<file path="src/logic/gcr_pkg.sv">
// Register map, field layout and state encoding of the gated clock receiver
`default_nettype none
package gcr_pkg;
	localparam logic [7:0] ADDR_CTRL = 8'h00;
	localparam logic [7:0] ADDR_STATUS = 8'h04;
	localparam logic [7:0] ADDR_MASK = 8'h08;
	localparam logic [7:0] ADDR_DATA0 = 8'h0c;
	localparam logic [7:0] ADDR_DATA1 = 8'h10;
	localparam logic [7:0] ADDR_STATE = 8'h14;
	localparam int CTRL_EN = 0;
	localparam int CTRL_MSB = 1;
	localparam int CTRL_INTCLK = 2;
	localparam int CTRL_INTFS = 3;
	localparam int CTRL_LEN_LSB = 8;
	localparam int CTRL_DIV_LSB = 16;
	localparam logic [31:0] CTRL_RESET = 32'h0000_1000;
	localparam int ST_RXDONE = 0;
	localparam int ST_FRAME = 1;
	localparam int ST_OVR = 2;
	localparam logic [2:0] STATUS_RESET = 3'h0;
	localparam logic [2:0] MASK_RESET = 3'h0;
	localparam logic [5:0] LEN_MIN = 6'h03;
	localparam logic [5:0] LEN_MAX = 6'h20;
	localparam logic [5:0] LEN_RESET = 6'h10;
	localparam logic [1:0] SYNC_EDGES = 2'h2;
	typedef enum logic [1:0] {
		GCR_IDLE = 2'b00,
		GCR_ARM = 2'b01,
		GCR_SYNC = 2'b11,
		GCR_RECV = 2'b10
	} gcr_state_t;
endpackage
`default_nettype wire

</file>
<file path="src/logic/gcr_receiver.sv">
// Gated clock synchronous serial receiver with AHB-Lite registers
`timescale 1ns/100ps
`default_nettype none
// Operation
// [RQ1] Word length programmable from 3 to 32 bits.
// [RQ2] Words shift either LSB first or MSB first.
// [RQ3] Bit clock and frame sync each internal or external.
// [RQ4] Serial logic runs from the core clock, no slower clock domain.
// [RQ5] Primary and secondary receive channels work side by side.
// [RQ6] Received words can be moved by DMA without the processor.
// [RQ7] Gated master toggles bit clock only while shifting data.
// [RQ8] External bit clock: first two edges only synchronise, no capture.
// [RQ9] Master drives on falling edges, port samples on rising edges.
// [RQ10] With 15 bits, first word ends on second word's first rise.
// [RQ11] Length written in first receive service applies from third word.
// [RQ12] First frame sync also raises the external interrupt line.
// [RQ13] Software reprograms length only after the two sync edges.
// [RQ14] With 14 bits, first word ends with first transmitted word.
// [RQ15] Length written in frame interrupt applies once second word starts.
// [RQ16] First receive service change: controller drops two dummy words.
// [RQ17] Frame interrupt change: controller drops one dummy word.
// [RQ18] Receive-complete interrupt raised for every assembled word.
module gcr_receiver #(
	parameter int DATA_W = 32
) (
	// Clock and reset
	input wire logic sys_clk,
	input wire logic rstn,
	// AHB-Lite slave
	input wire logic hsel,
	input wire logic [7:0] haddr,
	input wire logic [1:0] htrans,
	input wire logic hwrite,
	input wire logic [31:0] hwdata,
	input wire logic hready,
	output logic hreadyout,
	output logic hresp,
	output logic [31:0] hrdata,
	// Serial pins
	input wire logic bitClkIn,
	output logic bitClkOut,
	output logic bitClkOe,
	input wire logic frameSyncIn,
	output logic frameSyncOut,
	output logic frameSyncOe,
	input wire logic rxData0In,
	input wire logic rxData1In,
	// Interrupts and DMA
	output logic irq,
	output logic externalInterruptLine,
	output logic dmaReq,
	input wire logic dmaAck
);
	typedef struct packed {
		logic bclkMeta;
		logic bclkSamp;
		logic bclkPrev;
		logic fsMeta;
		logic fsSamp;
		logic fsPrev;
		logic d0Meta;
		logic d0Samp;
		logic d1Meta;
		logic d1Samp;
		logic [31:0] ctrl;
		logic [2:0] status;
		logic [2:0] mask;
		gcr_pkg::gcr_state_t state;
		logic [1:0] syncCnt;
		logic [5:0] bitCnt;
		logic [5:0] activeLen;
		logic [DATA_W-1:0] shift0;
		logic [DATA_W-1:0] shift1;
		logic [DATA_W-1:0] rxData0;
		logic [DATA_W-1:0] rxData1;
		logic rxFull;
		logic [7:0] divCnt;
		logic bclkGen;
		logic fsGen;
		logic framed;
		logic extIrq;
		logic wrPend;
		logic [7:0] wrAddr;
		logic [31:0] hrdata;
	} gcr_regs_t;

	gcr_regs_t r;
	gcr_regs_t nx;
	logic rstnMeta;
	logic rstnSync;
	logic en;
	logic msbFirst;
	logic intClk;
	logic intFs;
	logic [5:0] progLen;
	logic [7:0] div;
	logic riseEv;
	logic capture;
	logic done;
	logic popEv;
	logic fsLevel;
	logic fsRise;
	logic accept;
	logic [2:0] setStat;
	logic [2:0] clrStat;

	// Lengths outside 3..32 are pulled to the nearest legal one
	function automatic logic [5:0] clampLen(input logic [5:0] raw);
		if (raw < gcr_pkg::LEN_MIN)
			return gcr_pkg::LEN_MIN;
		else if (raw > gcr_pkg::LEN_MAX)
			return gcr_pkg::LEN_MAX;
		else
			return raw;
	endfunction

	function automatic logic [DATA_W-1:0] shiftIn(
		input logic [DATA_W-1:0] sr,
		input logic b,
		input logic msb
	);
		if (msb)
			return {sr[DATA_W-2:0], b};
		else
			return {b, sr[DATA_W-1:1]};
	endfunction

	// LSB-first words enter at the top and must be brought down
	function automatic logic [DATA_W-1:0] alignWord(
		input logic [DATA_W-1:0] sr,
		input logic [5:0] len,
		input logic msb
	);
		logic [5:0] gap;
		logic [DATA_W-1:0] ones;
		gap = 6'h20 - len;
		ones = {DATA_W{1'b1}};
		if (msb)
			return sr & (ones >> gap);
		else
			return sr >> gap;
	endfunction

	// Reset release through two flip-flops
	always_ff @(posedge sys_clk or negedge rstn)
	begin
		if (!rstn)
		begin
			rstnMeta <= 1'b0;
			rstnSync <= 1'b0;
		end
		else
		begin
			rstnMeta <= 1'b1;
			rstnSync <= rstnMeta;
		end
	end

	assign en = r.ctrl[gcr_pkg::CTRL_EN];
	assign msbFirst = r.ctrl[gcr_pkg::CTRL_MSB]; // see [RQ2]
	assign intClk = r.ctrl[gcr_pkg::CTRL_INTCLK]; // see [RQ3]
	assign intFs = r.ctrl[gcr_pkg::CTRL_INTFS]; // see [RQ3]
	assign progLen = clampLen(r.ctrl[gcr_pkg::CTRL_LEN_LSB +: 6]); // see [RQ1]
	assign div = r.ctrl[gcr_pkg::CTRL_DIV_LSB +: 8];
	assign accept = hsel && htrans[1] && hready;

	always_comb
	begin
		nx = r;
		riseEv = 1'b0;
		capture = 1'b0;
		done = 1'b0;
		popEv = 1'b0;
		setStat = 3'h0;
		clrStat = 3'h0;
		nx.bclkMeta = bitClkIn; // see [RQ4]
		nx.bclkSamp = r.bclkMeta;
		nx.bclkPrev = r.bclkSamp;
		nx.fsMeta = frameSyncIn;
		nx.fsSamp = r.fsMeta;
		nx.d0Meta = rxData0In;
		nx.d0Samp = r.d0Meta;
		nx.d1Meta = rxData1In;
		nx.d1Samp = r.d1Meta;
		// Internal bit clock runs at sys_clk / (2 * (div + 1))
		if (!en || !intClk)
		begin
			nx.divCnt = 8'h00;
			nx.bclkGen = 1'b0;
		end
		else if (r.divCnt == 8'h00)
		begin
			nx.divCnt = div;
			nx.bclkGen = !r.bclkGen;
		end
		else
			nx.divCnt = r.divCnt - 8'h01;
		// Only rising edges count; falling ones belong to the master
		if (intClk)
			riseEv = en && r.divCnt == 8'h00 && !r.bclkGen; // see [RQ9]
		else
			riseEv = r.bclkSamp && !r.bclkPrev; // see [RQ9]
		fsLevel = intFs ? r.fsGen : r.fsSamp;
		nx.fsPrev = fsLevel;
		fsRise = fsLevel && !r.fsPrev;
		nx.extIrq = 1'b0;
		if (en && fsRise && !r.framed)
		begin
			nx.framed = 1'b1;
			nx.extIrq = 1'b1; // see [RQ12]
			setStat[gcr_pkg::ST_FRAME] = 1'b1; // see [RQ12]
		end
		case (r.state)
			gcr_pkg::GCR_IDLE:
			begin
				nx.framed = 1'b0;
				nx.syncCnt = 2'h0;
				nx.bitCnt = 6'h00;
				nx.activeLen = progLen;
				if (en)
					nx.state = gcr_pkg::GCR_ARM;
			end
			gcr_pkg::GCR_ARM:
				if (riseEv && fsLevel)
				begin
					if (intClk)
					begin
						capture = 1'b1;
						nx.state = gcr_pkg::GCR_RECV;
					end
					else
					begin
						// This edge is swallowed by synchronisation
						nx.syncCnt = 2'h1; // see [RQ8]
						nx.state = gcr_pkg::GCR_SYNC;
					end
				end
			gcr_pkg::GCR_SYNC:
				if (riseEv)
				begin
					if (r.syncCnt + 2'h1 == gcr_pkg::SYNC_EDGES)
						nx.state = gcr_pkg::GCR_RECV; // see [RQ8]
					else
						nx.syncCnt = r.syncCnt + 2'h1;
				end
			gcr_pkg::GCR_RECV:
				capture = riseEv;
			default:
				nx.state = gcr_pkg::GCR_IDLE;
		endcase
		// Words follow back to back; frame sync is not looked at again
		if (capture)
		begin
			nx.shift0 = shiftIn(r.shift0, r.d0Samp, msbFirst); // see [RQ5]
			nx.shift1 = shiftIn(r.shift1, r.d1Samp, msbFirst); // see [RQ5]
			nx.bitCnt = r.bitCnt + 6'h01;
			if (r.bitCnt + 6'h01 == r.activeLen)
				done = 1'b1; // see [RQ10] [RQ14]
		end
		if (done)
		begin
			nx.rxData0 = alignWord(nx.shift0, r.activeLen, msbFirst);
			nx.rxData1 = alignWord(nx.shift1, r.activeLen, msbFirst);
			nx.bitCnt = 6'h00;
			// New length is picked up only at a word boundary
			nx.activeLen = progLen; // see [RQ11] [RQ15]
			setStat[gcr_pkg::ST_RXDONE] = 1'b1; // see [RQ18]
		end
		if (r.state == gcr_pkg::GCR_IDLE)
		begin
			nx.shift0 = '0;
			nx.shift1 = '0;
		end
		if (!en)
			nx.state = gcr_pkg::GCR_IDLE;
		nx.fsGen = en && intFs && nx.state != gcr_pkg::GCR_IDLE
			&& nx.bitCnt == 6'h00 && nx.state != gcr_pkg::GCR_SYNC;
		// Register bus: address phase captures, data phase writes
		nx.wrPend = accept && hwrite;
		nx.wrAddr = haddr;
		if (accept && !hwrite)
		begin
			case (haddr)
				gcr_pkg::ADDR_CTRL:
					nx.hrdata = r.ctrl;
				gcr_pkg::ADDR_STATUS:
					nx.hrdata = {29'h0, r.status};
				gcr_pkg::ADDR_MASK:
					nx.hrdata = {29'h0, r.mask};
				gcr_pkg::ADDR_DATA0:
				begin
					nx.hrdata = 32'(r.rxData0);
					popEv = 1'b1; // see [RQ6]
				end
				gcr_pkg::ADDR_DATA1:
					nx.hrdata = 32'(r.rxData1);
				gcr_pkg::ADDR_STATE:
					nx.hrdata = {10'h000, r.rxFull, r.framed, r.syncCnt,
						r.state, 2'h0, r.activeLen, 2'h0, r.bitCnt};
				default:
					nx.hrdata = 32'h0000_0000;
			endcase
		end
		if (r.wrPend)
		begin
			case (r.wrAddr)
				gcr_pkg::ADDR_CTRL:
					nx.ctrl = hwdata;
				gcr_pkg::ADDR_STATUS:
					clrStat = hwdata[2:0];
				gcr_pkg::ADDR_MASK:
					nx.mask = hwdata[2:0];
				default:
					nx.ctrl = r.ctrl;
			endcase
		end
		if (dmaAck)
			popEv = 1'b1; // see [RQ6]
		// A word finishing in the pop cycle keeps the buffer full
		if (done)
		begin
			nx.rxFull = 1'b1;
			if (r.rxFull && !popEv)
				setStat[gcr_pkg::ST_OVR] = 1'b1;
		end
		else if (popEv)
			nx.rxFull = 1'b0;
		// Set wins over a simultaneous write-one-to-clear
		nx.status = (r.status & ~clrStat) | setStat;
	end

	always_ff @(posedge sys_clk or negedge rstnSync)
	begin
		if (!rstnSync)
		begin
			r <= '0;
			r.ctrl <= gcr_pkg::CTRL_RESET;
			r.status <= gcr_pkg::STATUS_RESET;
			r.mask <= gcr_pkg::MASK_RESET;
			r.activeLen <= gcr_pkg::LEN_RESET;
			r.state <= gcr_pkg::GCR_IDLE;
		end
		else
			r <= nx;
	end

	assign hreadyout = 1'b1;
	assign hresp = 1'b0;
	assign hrdata = r.hrdata;
	assign bitClkOut = r.bclkGen;
	assign bitClkOe = en && intClk;
	assign frameSyncOut = r.fsGen;
	assign frameSyncOe = en && intFs;
	assign irq = |(r.status & r.mask); // see [RQ18]
	assign externalInterruptLine = r.extIrq; // see [RQ12]
	assign dmaReq = r.rxFull; // see [RQ6]

	property p_sync_two;
		@(posedge sys_clk) disable iff (!rstnSync)
		(r.state == gcr_pkg::GCR_SYNC && riseEv && en && !intClk)
		|=> (r.state == gcr_pkg::GCR_RECV && r.bitCnt == 6'h00);
	endproperty
	a_sync_two: assert property (p_sync_two) // see [RQ8]
		else $error("second sync edge did not start reception");

	property p_no_capture_sync;
		@(posedge sys_clk) disable iff (!rstnSync)
		(r.state == gcr_pkg::GCR_SYNC) |=> $stable(r.shift0);
	endproperty
	a_no_capture_sync: assert property (p_no_capture_sync) // see [RQ8]
		else $error("data captured on a synchronisation edge");

	property p_len_range;
		@(posedge sys_clk) disable iff (!rstnSync)
		1'b1 |-> (r.activeLen >= 6'h03 && r.activeLen <= 6'h20);
	endproperty
	a_len_range: assert property (p_len_range) // see [RQ1]
		else $error("active word length out of range");

	property p_len_boundary;
		@(posedge sys_clk) disable iff (!rstnSync)
		$changed(r.activeLen)
		|-> ($past(done) || $past(r.state) == gcr_pkg::GCR_IDLE);
	endproperty
	a_len_boundary: assert property (p_len_boundary) // see [RQ11]
		else $error("word length changed inside a word");

	property p_done_flag;
		@(posedge sys_clk) disable iff (!rstnSync)
		done |=> (r.status[gcr_pkg::ST_RXDONE] && r.rxFull && dmaReq);
	endproperty
	a_done_flag: assert property (p_done_flag) // see [RQ18]
		else $error("completed word not flagged");

	property p_ext_pulse;
		@(posedge sys_clk) disable iff (!rstnSync)
		externalInterruptLine
		|-> (r.status[gcr_pkg::ST_FRAME] && r.framed) ##1 !externalInterruptLine;
	endproperty
	a_ext_pulse: assert property (p_ext_pulse) // see [RQ12]
		else $error("frame interrupt line is not a single pulse");

	property p_msb_last;
		@(posedge sys_clk) disable iff (!rstnSync)
		(done && msbFirst) |=> (r.rxData0[0] == $past(r.d0Samp));
	endproperty
	a_msb_last: assert property (p_msb_last) // see [RQ2]
		else $error("MSB-first word does not end in last bit");

	property p_pop;
		@(posedge sys_clk) disable iff (!rstnSync)
		(accept && !hwrite && haddr == gcr_pkg::ADDR_DATA0 && !done)
		|=> !dmaReq;
	endproperty
	a_pop: assert property (p_pop) // see [RQ6]
		else $error("data read did not release the buffer");

	property p_count_on_rise;
		@(posedge sys_clk) disable iff (!rstnSync)
		($changed(r.bitCnt) && r.state == gcr_pkg::GCR_RECV
			&& $past(r.state) == gcr_pkg::GCR_RECV) |-> $past(riseEv);
	endproperty
	a_count_on_rise: assert property (p_count_on_rise) // see [RQ9]
		else $error("bit counted without a rising edge");
endmodule
`default_nettype wire

</file>
<file path="config.mk">
export PLATFORM = sky130hd
export DESIGN_NAME = gcr_receiver
export DESIGN_NICKNAME = d
export VERILOG_FILES = /design/src/logic/gcr_pkg.sv /design/src/logic/gcr_receiver.sv
export SDC_FILE = /design/constraint.sdc
export NUM_CORES = 1
export LEC_CHECK = 0
export BUFFER_PORTS_ARGS = -buffer_cell sky130_fd_sc_hd__buf_2
export CORE_AREA = 2 2 233 235
export DETAILED_ROUTE_END_ITERATION = 10
export DIE_AREA = 0 0 235 237
export GPL_TIMING_DRIVEN = 0
export SLEW_MARGIN = 20
export SYNTH_ARGS = -nofsm -noshare
export SYNTH_HDL_FRONTEND = slang
export SYNTH_SLANG_ARGS = --single-unit
export TNS_END_PERCENT = 100
</file>
<file path="constraint.sdc">
create_clock -name sys_clk -period 7.54 [get_ports sys_clk]
set_input_delay 1.131 -clock sys_clk [delete_from_list [all_inputs] [get_ports sys_clk]]
set_output_delay 1.131 -clock sys_clk [all_outputs]
set_load 0.01 [all_outputs]
</file>
Word level (Yosys, flattened, before mapping)
Cells that the tools add are included.

storage, ports and cells
  register bits after elaboration = 248
  bits of input ports = 52
  output and inout bits = 41

operators by class
  equal/unequal tests = 17
  shift operators = 3
  bitwise operators = 6
  $add $sub $neg = 4
  reduce and logical (&&, ||, !) cells = 41
  $lt $le $gt $ge = 2
  multiplexer cells = 44

operator list
  cell                     number
  $pmux W32 S6             1
  $mux W32                 4
  $mux W64                 2
  $and A32 B32 Y32         2
  $shr A32 B6 Y32          2
  $shr A32 B6 Y32 const A  1
  $eq A8 B4 Y1 const B     3
  $logic_not A8 Y1         3
  $mux W12                 2
  $mux W1                  18
  $mux W6                  3
  $logic_and A1 B1 Y1      17
  $eq A8 B3 Y1 const B     2
  $eq A8 B5 Y1 const B     2
  $mux W2                  6
  $pmux W4 S3              1
  $ne A2 B2 Y1 const B     5
  $reduce_bool A2 Y1       5
  $mux W9                  1
  $logic_not A1 Y1         8
  $mux W4                  2
  $mux W8                  1
  $sub A8 B1 Y8 const B    1
  $add A6 B1 Y6 const B    1
  19 further kinds         24

Logic depth before layout (Yosys ltp)
Gate-level depths: netlist of the first run.

  depth after elaboration = 12
  mapped depth = 18

Least setup slack after synthesis of the first run
No wires, ideal clock.

  path kind = register to register
  start point = register r[182] in the netlist's numbering
  end point = register r[58] in the netlist's numbering
  period minus slack after synthesis = 5.234 ns
  required time = 7.411 ns
  cell stages (with the launch flop) = 17
  slack = 2.306 ns
  library setup time = 0.129 ns
  arrival time = 5.105 ns
  path buffers = 8
  cells stage by stage = dfrtp_1 > clkbuf_1 > inv_2 > buf_1 > clkbuf_1 > buf_1 > buf_1 > ha_1 > inv_2 > buf_1 > clkbuf_1 > clkbuf_1 > mux4_2 > nand2_1 > o21ai_0 > a211oi_1 > a21oi_1

on the way
  cells in the longest elaborated chain, start to end = 4
  elaborated cells on any way between the ends = 8
  those cells by class = add/sub: 1; eq/ne: 1; shift: 2; mux: 3; bitwise: 1

RTL lines
  what                      line                 source
  start: declaration        gcr_receiver.sv:87   gcr_regs_t r;
  start signal: assignment  gcr_receiver.sv:344  r <= nx;
  $sub A6 B6 Y6             gcr_receiver.sv:136  gap = 6'h20 - len;
  $shr A32 B6 Y32           gcr_receiver.sv:139  return sr & (ones >> gap);
  $and A32 B32 Y32          gcr_receiver.sv:139
  $mux W32                  gcr_receiver.sv:138  if (msb)

Parallel ways exist; a longest one is shown, timed or not.
A chain may end at the register's enable or synchronous reset.

Final worst setup path of the first run
  start point = register r[182] in the netlist's numbering
  end point = register r[54] in the netlist's numbering

The elaborated chain is that of the path after synthesis.

==> impl_metrics.json, run 1 <==
{
  "status": "finished clean",
  "initialDrtViolationCount": 1690,
  "maxSlewViolCount": 0,
  "die_area_um2": 55700,
  "drv_cap": 0,
  "path_clk_slew_ns": 0.06,
  "finalHoldViolCount": 0,
  "tritoncts": "done",
  "utilization_pct": 34.71,
  "relSlewSlack_pct": 16.54,
  "antenna_left": 0,
  "antenna_found_initial": 7,
  "power.density_nw_per_um2": 167.4,
  "ys_warn_count": 0,
  "hold_class": "flip-flop to asynchronous set/reset pin",
  "dp_hpwl_um": 62570,
  "yosysTopAreaCell": "dfrtp_1",
  "core_um2": 53280,
  "synthDistinctLibCells": 80,
  "initial_core_util_pct": 29.73,
  "synth_area_leaders": "dfrtp_1, mux2_2, mux2i_1, mux4_2, nor2_1",
  "routedWlPerCell_um": 32.29,
  "clockBufferDepth": 3,
  "cts_root_buf": "clkbuf_16",
  "clock-sinks": 248,
  "die_h_um": 237,
  "worst_pin_slew_ns": 1.217,
  "drt-vias-per-instance": 6.016,
  "ys_dominant_reg_cell": "dfrtp_1",
  "drive_gt1_share_pct": 21.85,
  "yosysSeqAreaShare_pct": 39.19,
  "grt_max_degree": 58,
  "holdWs_ns": 0.1877,
  "fmaxAchievable_mhz": 135.8,
  "synth_edf_count": 0,
  "port_buffers": 89,
  "required_ns": 7.99,
  "num_vias": 14890,
  "synthTopCellsByCount": "dfrtp_1, nor2_1, nand2_1, mux2i_1, o21ai_0",
  "ys_seq_elements": 248,
  "grt_pass1_vias": 14700,
  "layout.nets": 1820,
  "p_leak_nw": 7.374,
  "syn-cell-area_um2": 15840,
  "synth_top_area_share_pct": 38.86,
  "worst_setup_path_end_kind": "flip-flop",
  "syn_to_final_growth_pct": 16.75,
  "place_ws_ns": -1.165,
  "r2r_cells": 16,
  "post_cts_buffers": 0,
  "grt_pass1_wl_um": 113400,
  "path_class": "flip-flop to flip-flop",
  "rsz0062_at_grt": "no",
  "worst_slack_ns": 0.1768,
  "crit_arrival_ns": 7.81,
  "finClkSkew_ns": 0.03119,
  "setup_viol": 0,
  "wl_um": 79920,
  "h-tree-depth": 1,
  "syn_avg_cell_area_um2": 9.760,
  "cts_made_buffers": 30,
  "cp_max_fo": 10,
  "drtPass1Iterations": 6,
  "start_kind": "flip-flop",
  "num_io_pins": 93,
  "ir_drop_v": 0.0001762,
  "rows": 85,
  "yosys.cell_count.top_type": "dfrtp_1",
  "grt_usage_pct": 28.25,
  "post-route-min-period_ns": 7.363,
  "die_x_um": 235,
  "insertion_delay_ns": 0.62,
  "synthCells": 1623,
  "p_total_w": 0.003096,
  "finalCritPeriodShare_pct": 97.66,
  "place.gp.congestion": 1.026,
  "synth-async-reset-ratio_pct": 100.0,
  "drc_errors": 0,
  "grt_overflow": 0
}
-- flip-flops by register name, summed over array words and instances, names as in the netlist --
signal / cells
frameSyncOut: 1
rstnSync: 1
div: 8
en: 1
nx: 5
msbFirst: 1
intClk: 1
intFs: 1
hrdata: 32
r: 193
externalInterruptLine: 1
dmaReq: 1
bitClkOut: 1
rstnMeta: 1
-- routing by layer --
metal  global-route usage (%)  routed length (µm)  vias up
met4                    14.23                4598        4
met2                    43.67               35440      825
li1                         -                   -     6304
met5                        0                  27        -
met3                    5.666                6702      200
met1                    37.59               33150     7556
-- through the flow --
stage               cells  setup TNS [ns]  cell area (µm²)
floorplan            1624               0            15840
global placement     2409         -787.48            17160
detailed placement   2418          -36.90            17380
CTS                  2472               0            18490
global route         2472               0            18490
finish               2475               0            18490
-- final timing paths --
path                            startpoint     end  slack, ns
worst max-delay path                r[182]   r[54]       0.18
worst min-delay path              rstnSync  r[149]       0.19
worst max register to register      r[182]   r[54]       0.18
worst min register to register    rstnSync  r[149]       0.19
max in group asynchronous         rstnSync  r[200]       6.14
min in group sys_clk               nx[236]  r[236]       0.35
-- repair_timing --
action / CTS / global route
setup endpoints to repair: 57 / 19
resized for setup: 14 / 3
hold buffers: 0 / 0
-- where the power goes --
part | internal [W] | total [W] | switching, W | leakage (nW)
combinational | 0.0000504 | 0.000161 | 0.000111 | 3.47
sequential | 0.00134 | 0.00135 | 0.00000862 | 3.38
clock | 0.000951 | 0.00159 | 0.000635 | 0.518
total | 0.00234 | 0.00310 | 0.000755 | 7.37
-- critical path, cell delays in order (launching register included) --
cell and delay (ns):
dfrtp_1 0.39, clkbuf_2 0.33, inv_2 0.33, clkbuf_2 0.43, clkbuf_2 0.47, clkdlybuf4s15_1 0.77, buf_2 0.49, ha_1 0.36
inv_2 0.29, clkdlybuf4s15_1 0.73, clkbuf_2 0.49, clkbuf_2 0.47, mux4_2 0.47, nand2_1 0.12, a21oi_1 0.09, nor3_1 0.77
o21ai_1 0.13
-- placed cells by master (no fill, tap or decap), types with 11 or more instances in the layout --
master / count
nand2_1: 138
dfrtp_1: 245
nor3_1: 34
a31oi_1: 15
nor2_1: 211
a222oi_1: 15
a21oi_1: 60
o31ai_1: 13
mux2i_1: 111
nand3_1: 16
mux4_2: 49
o21ai_0: 110
a22o_1: 20
a211oi_1: 25
xnor2_1: 11
o22ai_1: 23
clkbuf_1: 93
inv_1: 21
ha_1: 14
o221ai_1: 19
clkbuf_16: 30
buf_4: 35
mux2_2: 107
buf_2: 95
o21a_1: 12
a221oi_1: 25
-- cell type report --
class	count	area, µm²
sequential	248	6212
buffer	157	823.3
timing repair buffer	98	608.1
tap	696	870.8
fill	5437	34790
inverter	24	90.09
multi-input combinational	1195	8815
clock inverter	14	229.0
antenna	3	7.507
clock buffer	40	838.3
-- kinds of logic (layout without fill, tap and decap cells) --
group / Yosys count / count (layout) / share of synthesized area [%]
buffers and inverters: 181 / 333 / 5.521
other: 2 / 6 / 0.04741
AO/OA/AOI/OAI: 407 / 407 / 17.68
multiplexers: 274 / 274 / 22.13
XOR/XNOR: 21 / 21 / 1.161
adder cells (fa/ha/maj): 14 / 14 / 1.106
flip-flops: 248 / 248 / 39.19
AND/OR/NAND/NOR: 476 / 476 / 13.16
(Power assumes the default switching activity.)
==> run 2, diff against run 1 <==
ABC_AREA = 1   (was default)
CORE_AREA = 2 2 235 237   (was 2 2 233 235)
DIE_AREA = 0 0 237 239   (was 0 0 235 237)
==> run 2 against run 1 <==
Register-to-register slack gained 1.4 ns. Core utilization decreased by 0.55 points. Sequential cell count stayed put. Count of clock-buffer cells in the layout down 2. Maximum frequency increased by 24%. Total power grew 150%. Critical endpoint is now r[88].
==> impl_metrics.json, run 2 <==
{
  "path_class": "flip-flop to flip-flop",
  "slowest_stage": "clkbuf_1",
  "worstPathCellList": "inv_2 -> clkbuf_1 -> clkbuf_1 -> ha_1 -> inv_1 -> ha_1 -> buf_2 -> clkinv_1 -> nor2_2 -> inv_1 -> nor2_2 -> nand3_1 -> nand3_1 -> nor2_1 -> a21oi_1 -> a21oi_1",
  "grt_pass1_vias": 16790,
  "clock-sinks": 248,
  "finClkSkew_ns": 0.03774,
  "p_leak_nw": 9.392,
  "drc_errors": 0,
  "drive_gt1_share_pct": 11.34,
  "fillerInstances": 5868,
  "die_h_um": 239,
  "n_antenna_cell": 0,
  "r2r-end": "r[88]",
  "drv_cap": 0,
  "layout_common_cells": "nand3_1, nand2_1, dfrtp_1",
  "largest_reg_flops": 193,
  "yosysTopAreaCell": "dfrtp_1",
  "wl_um": 85790,
  "setup_viol": 0,
  "h-tree-depth": 1,
  "start_kind": "flip-flop",
  "rsz0062_at_grt": "no",
  "syn_to_final_growth_pct": 15.25,
  "antenna_left": 0,
  "max_stage_delay_ns": 0.86,
  "synth_top_area_share_pct": 38.23,
  "relSlewSlack_pct": 28.79,
  "ys_seq_elements": 248,
  "num_io_pins": 93,
  "synthTopCellsByCount": "nand3_1, nand2_1, dfrtp_1, nor2_1, inv_1",
  "layout.nets": 2455,
  "num_vias": 17370,
  "synthCells": 2263,
  "grt_max_degree": 58,
  "required_ns": 7.99,
  "ir_drop_v": 0.0002343,
  "finalHoldViolCount": 0,
  "synth_area_leaders": "dfrtp_1, nand3_1, nand2_1, nor2_1, inv_1",
  "ys_dominant_reg_cell": "dfrtp_1",
  "initialDrtViolationCount": 2150,
  "synthDistinctLibCells": 54,
  "finalCritPeriodShare_pct": 79.03,
  "rows": 86,
  "place.gp.congestion": 1.020,
  "post-route-min-period_ns": 5.959,
  "cts_root_buf": "clkbuf_16",
  "ys_warn_count": 0,
  "fmaxAchievable_mhz": 167.8,
  "yosys.cell_count.top_type": "nand3_1",
  "grt_overflow": 0,
  "core_um2": 54340,
  "crit_arrival_ns": 6.41,
  "status": "finished clean",
  "worst_pin_slew_ns": 1.068,
  "tritoncts": "done",
  "r2r-start": "r[182]",
  "clockBufferDepth": 3,
  "grt_pass1_wl_um": 121800,
  "die_area_um2": 56640,
  "cts_made_buffers": 29,
  "routedWlPerCell_um": 27.58,
  "hold_class": "flip-flop to asynchronous set/reset pin",
  "path_clk_slew_ns": 0.07,
  "port_buffers": 89,
  "place_ws_ns": 1.779,
  "worst_slack_ns": 1.581,
  "worst_setup_path_end_kind": "flip-flop",
  "grt_usage_pct": 29.91,
  "post_cts_buffers": 0,
  "insertion_delay_ns": 0.62,
  "power.density_nw_per_um2": 412.9,
  "reg2reg_slack_ns": 1.58,
  "cts_resized": 0,
  "r2r_cells": 16,
  "ctsHoldBuffers": 0,
  "holdWs_ns": 0.1942,
  "yosysSeqAreaShare_pct": 38.55,
  "initial_core_util_pct": 29.64,
  "regMostFlops": "r",
  "syn_avg_cell_area_um2": 7.116,
  "layout_commonest_cell": "nand3_1",
  "dp_hpwl_um": 70100,
  "die_x_um": 237,
  "cp_max_fo": 10,
  "syn-cell-area_um2": 16100,
  "antenna_found_initial": 2,
  "maxSlewViolCount": 0,
  "synth-async-reset-ratio_pct": 100.0,
  "drt-vias-per-instance": 5.582,
  "drtPass1Iterations": 7,
  "synth_edf_count": 0
}
run 2: changes by cell type after synthesis, sizes merged, moves of 36 or more:
cell	delta
mux2	-85
a21oi	+36
buf	+39
inv	+158
mux2i	-84
mux4	-49
nand3	+457
nand2	+330
run 2: how the worst max path moves through the flow:
stage,startpoint,endpoint,slack [ns],depth (start not counted)
finish,r[182],r[88],1.58,16
global route,r[182],r[88],1.55,16
CTS,r[182],r[88],1.72,16
detailed placement,r[182],r[88],1.78,16
global placement,rstnSync,r[184],-3.06,0
floorplan,rstnSync,bitClkOut,0.12,0
run 2: cell families after synthesis:
kind of cell	share of synthesized area [%]
adders and majority gates	1.088
xor gates and xnor gates	0.5827
DFF	38.55
AOI/OAI and AO/OA	11.77
buffers and inverters	9.541
and+or+nand+nor	34.77
other	0.04663
muxes	3.652
run 2: stage by stage:
stage	util, %	TNS, ns	total power, W	cell area, µm²	std cells
global placement	32.08	-731.33	0.006085	17430	3057
CTS	34.14	0	0.007559	18550	3111
global route	34.16	0	0.008015	18560	3111
finish	34.16	0	0.007664	18560	3111
floorplan	-	0	0.004125	16110	2264
detailed placement	32.33	0	0.006042	17570	3062
run 2: per-layer routing:
layer,GRT usage [%],share of wire (%)
met4,11.85,4.5
met1,40.71,44
met5,0,0.015
met2,47.49,44
met3,4.746,6.9
run 2: cell type report:
cell class | count | area, µm² | area share (%)
clock buffers | 38 | 799.5 | 4.308
multi-input cells | 1663 | 8372 | 45.11
repair buffers | 94 | 575.6 | 3.101
plain buffers | 167 | 837.1 | 4.510
clock inverters | 11 | 183.9 | 0.9910
flip-flops and latches | 248 | 6212 | 33.47
inverters | 186 | 699.4 | 3.768
well taps | 704 | 880.8 | 4.746
run 2: worst max-delay path, delay by kind of cell (launching register included):
family                     cells  cell delay (ns)
DFF                            1             0.46
adders and majority gates      2             0.60
AOI/OAI and AO/OA              2             0.62
and+or+nand+nor                5             1.59
buffers and inverters          7             2.48
run 2: where the power goes:
group	leakage (nW)	switching [W]	internal, W	total (W)
registers	3.16	0.0000672	0.00142	0.00148
clock network	0.480	0.000602	0.000882	0.00148
logic	5.75	0.00366	0.00104	0.00470
total	9.39	0.00433	0.00334	0.00766
==> run 3, diff against run 2 <==
clock period = 5.9 ns   (was 7.54 ns; I/O delays follow)
==> run 3 against run 2 <==
Total power rose by 31%. Critical endpoint is now r[89]. Sequential power grew 28%. Routed wire length rose by 2.3%. Largest cell class unchanged.
==> impl_metrics.json, run 3 (synthesized netlist as in run 2, its figures left out) <==
{
  "finalCritPeriodShare_pct": 99.80,
  "slowest_stage": "clkbuf_1",
  "worst_pin_slew_ns": 1.040,
  "h-tree-depth": 1,
  "final.setup.tns_ns": 0,
  "layout_commonest_cell": "nand3_1",
  "finClkSkew_ns": 0.01199,
  "syn_to_final_growth_pct": 15.69,
  "clock-sinks": 248,
  "dp_hpwl_um": 72120,
  "status": "finished clean",
  "fmaxAchievable_mhz": 169.8,
  "antenna_found_initial": 1,
  "max_stage_delay_ns": 0.84,
  "drive_gt1_share_pct": 11.52,
  "layout.nets": 2456,
  "initialDrtViolationCount": 2107,
  "insertion_delay_ns": 0.62,
  "grt_max_degree": 57,
  "cp_max_fo": 10,
  "grt_pass1_wl_um": 123800,
  "clockBufferDepth": 3,
  "hold_class": "input pin to asynchronous set/reset pin",
  "worst_setup_path_end_kind": "flip-flop",
  "place.gp.congestion": 0.9933,
  "setup_viol": 0,
  "num_vias": 17390,
  "drt-vias-per-instance": 5.579,
  "finalHoldViolCount": 0,
  "drc_errors": 0,
  "worstPathCellList": "inv_2 -> clkbuf_1 -> clkbuf_1 -> ha_1 -> inv_1 -> ha_1 -> buf_2 -> clkinv_1 -> nor2_2 -> inv_1 -> nor2_2 -> nand3_1 -> and3_1 -> nand3_1 -> nand2_1 -> nor2_1 -> nor2_1",
  "cts_root_buf": "clkbuf_16",
  "die_area_um2": 56640,
  "p_leak_nw": 9.424,
  "drv_cap": 0,
  "port_buffers": 89,
  "power.density_nw_per_um2": 537.2,
  "post-route-min-period_ns": 5.888,
  "tritoncts": "done",
  "die_h_um": 239,
  "maxSlewViolCount": 0,
  "num_io_pins": 93,
  "n_antenna_cell": 0,
  "layout_common_cells": "nand3_1, nand2_1, dfrtp_1",
  "wl_um": 87780,
  "routedWlPerCell_um": 28.16,
  "grt_overflow": 0,
  "regMostFlops": "r",
  "rows": 86,
  "core_um2": 54340,
  "grt_usage_pct": 30.66,
  "rsz0062_at_grt": "no",
  "initial_core_util_pct": 29.64,
  "fillerInstances": 5888,
  "die_x_um": 237,
  "cts_made_buffers": 30,
  "antenna_left": 0,
  "path_class": "flip-flop to flip-flop",
  "multi_input_area_um2": 8372,
  "crit_arrival_ns": 6.38,
  "holdWs_ns": 0.04572,
  "ff_latch_area_um2": 6212,
  "required_ns": 6.40,
  "p_total_w": 0.01001,
  "start_kind": "flip-flop",
  "drtPass1Iterations": 6,
  "relSlewSlack_pct": 30.65,
  "grt_pass1_vias": 16760,
  "ir_drop_v": 0.0003036,
  "path_clk_slew_ns": 0.06,
  "largest_reg_flops": 193
}
## run 3: cell types whose count changed in the layout (fill, tap and decap cells not counted)
cell        before  now
clkinv_2         3    6
clkbuf_8         4    6
inv_6            2    0
clkbuf_1        71   72
clkbuf_16       29   30
clkinv_16        0    1
clkinvlp_4       1    2
inv_16           1    0
## run 3: path summary, 6_finish.rpt
path | start | end | slack, ns | cells after the start
max in group asynchronous | rstnSync | r[216] | 4.28 | 4
min in group sys_clk | nx[236] | r[236] | 0.35 | 0
min | rstn | rstnMeta | 0.05 | 1
max reg2reg | r[182] | r[89] | 0.01 | 17
min reg2reg | rstnSync | r[174] | 0.14 | 0
max | r[182] | r[89] | 0.01 | 17
## run 3: repair_timing
item / 4_1_cts / 5_1_grt
hold endpoints to repair: 0 / 0
hold buffers: 0 / 0
endpoints found under the setup margin: 4 / 0
gates resized for setup: 1 / 0
setup buffers: 0 / 0
## run 3: where the power goes
group	internal, W	switching, W	leakage (nW)
clock	0.00119	0.000808	0.512
combinational	0.00133	0.00479	5.75
sequential	0.00181	0.0000864	3.16
## run 3: per-layer routing
metal	vias to the layer above	part of all wire, %	global-route usage [%]
li1	7890	-	-
met1	8571	44	42.00
met2	778	45	49.85
met3	150	6.3	3.764
met4	2	4.2	10.86
met5	-	0.015	0
## run 3: area by class of cell
cell class	count	area share, %
Buffer	167	4.493
Clock buffer	42	4.593
Clock inverter	13	1.068
Inverter	186	3.754
Multi-Input combinational cell	1663	44.93
Sequential cell	248	33.34
Tap cell	704	4.728
Timing Repair Buffer	94	3.089
## run 3: per-stage QoR
step | cells | setup WS [ns] | cell area [µm²] | util, %
5_1_grt | 3117 | 0.002240 | 18630 | 34.29
2_1_floorplan | 2264 | 1.831 | 16110 | -
3_5_place_dp | 3062 | -0.05401 | 17570 | 32.34
4_1_cts | 3117 | 0.2227 | 18630 | 34.29
6_report | 3117 | 0.01156 | 18630 | 34.29
3_3_place_gp | 3057 | -0.05758 | 17440 | 32.09
## run 3: worst max-delay path, delay by kind of cell (launching register included)
| kind | cells | cell delay (ns) |
|---|---|---|
| adder cells (fa/ha/maj) | 2 | 0.61 |
| AND/OR/NAND/NOR | 8 | 2.12 |
| flip-flops | 1 | 0.45 |
| buffers and inverters | 7 | 2.56 |
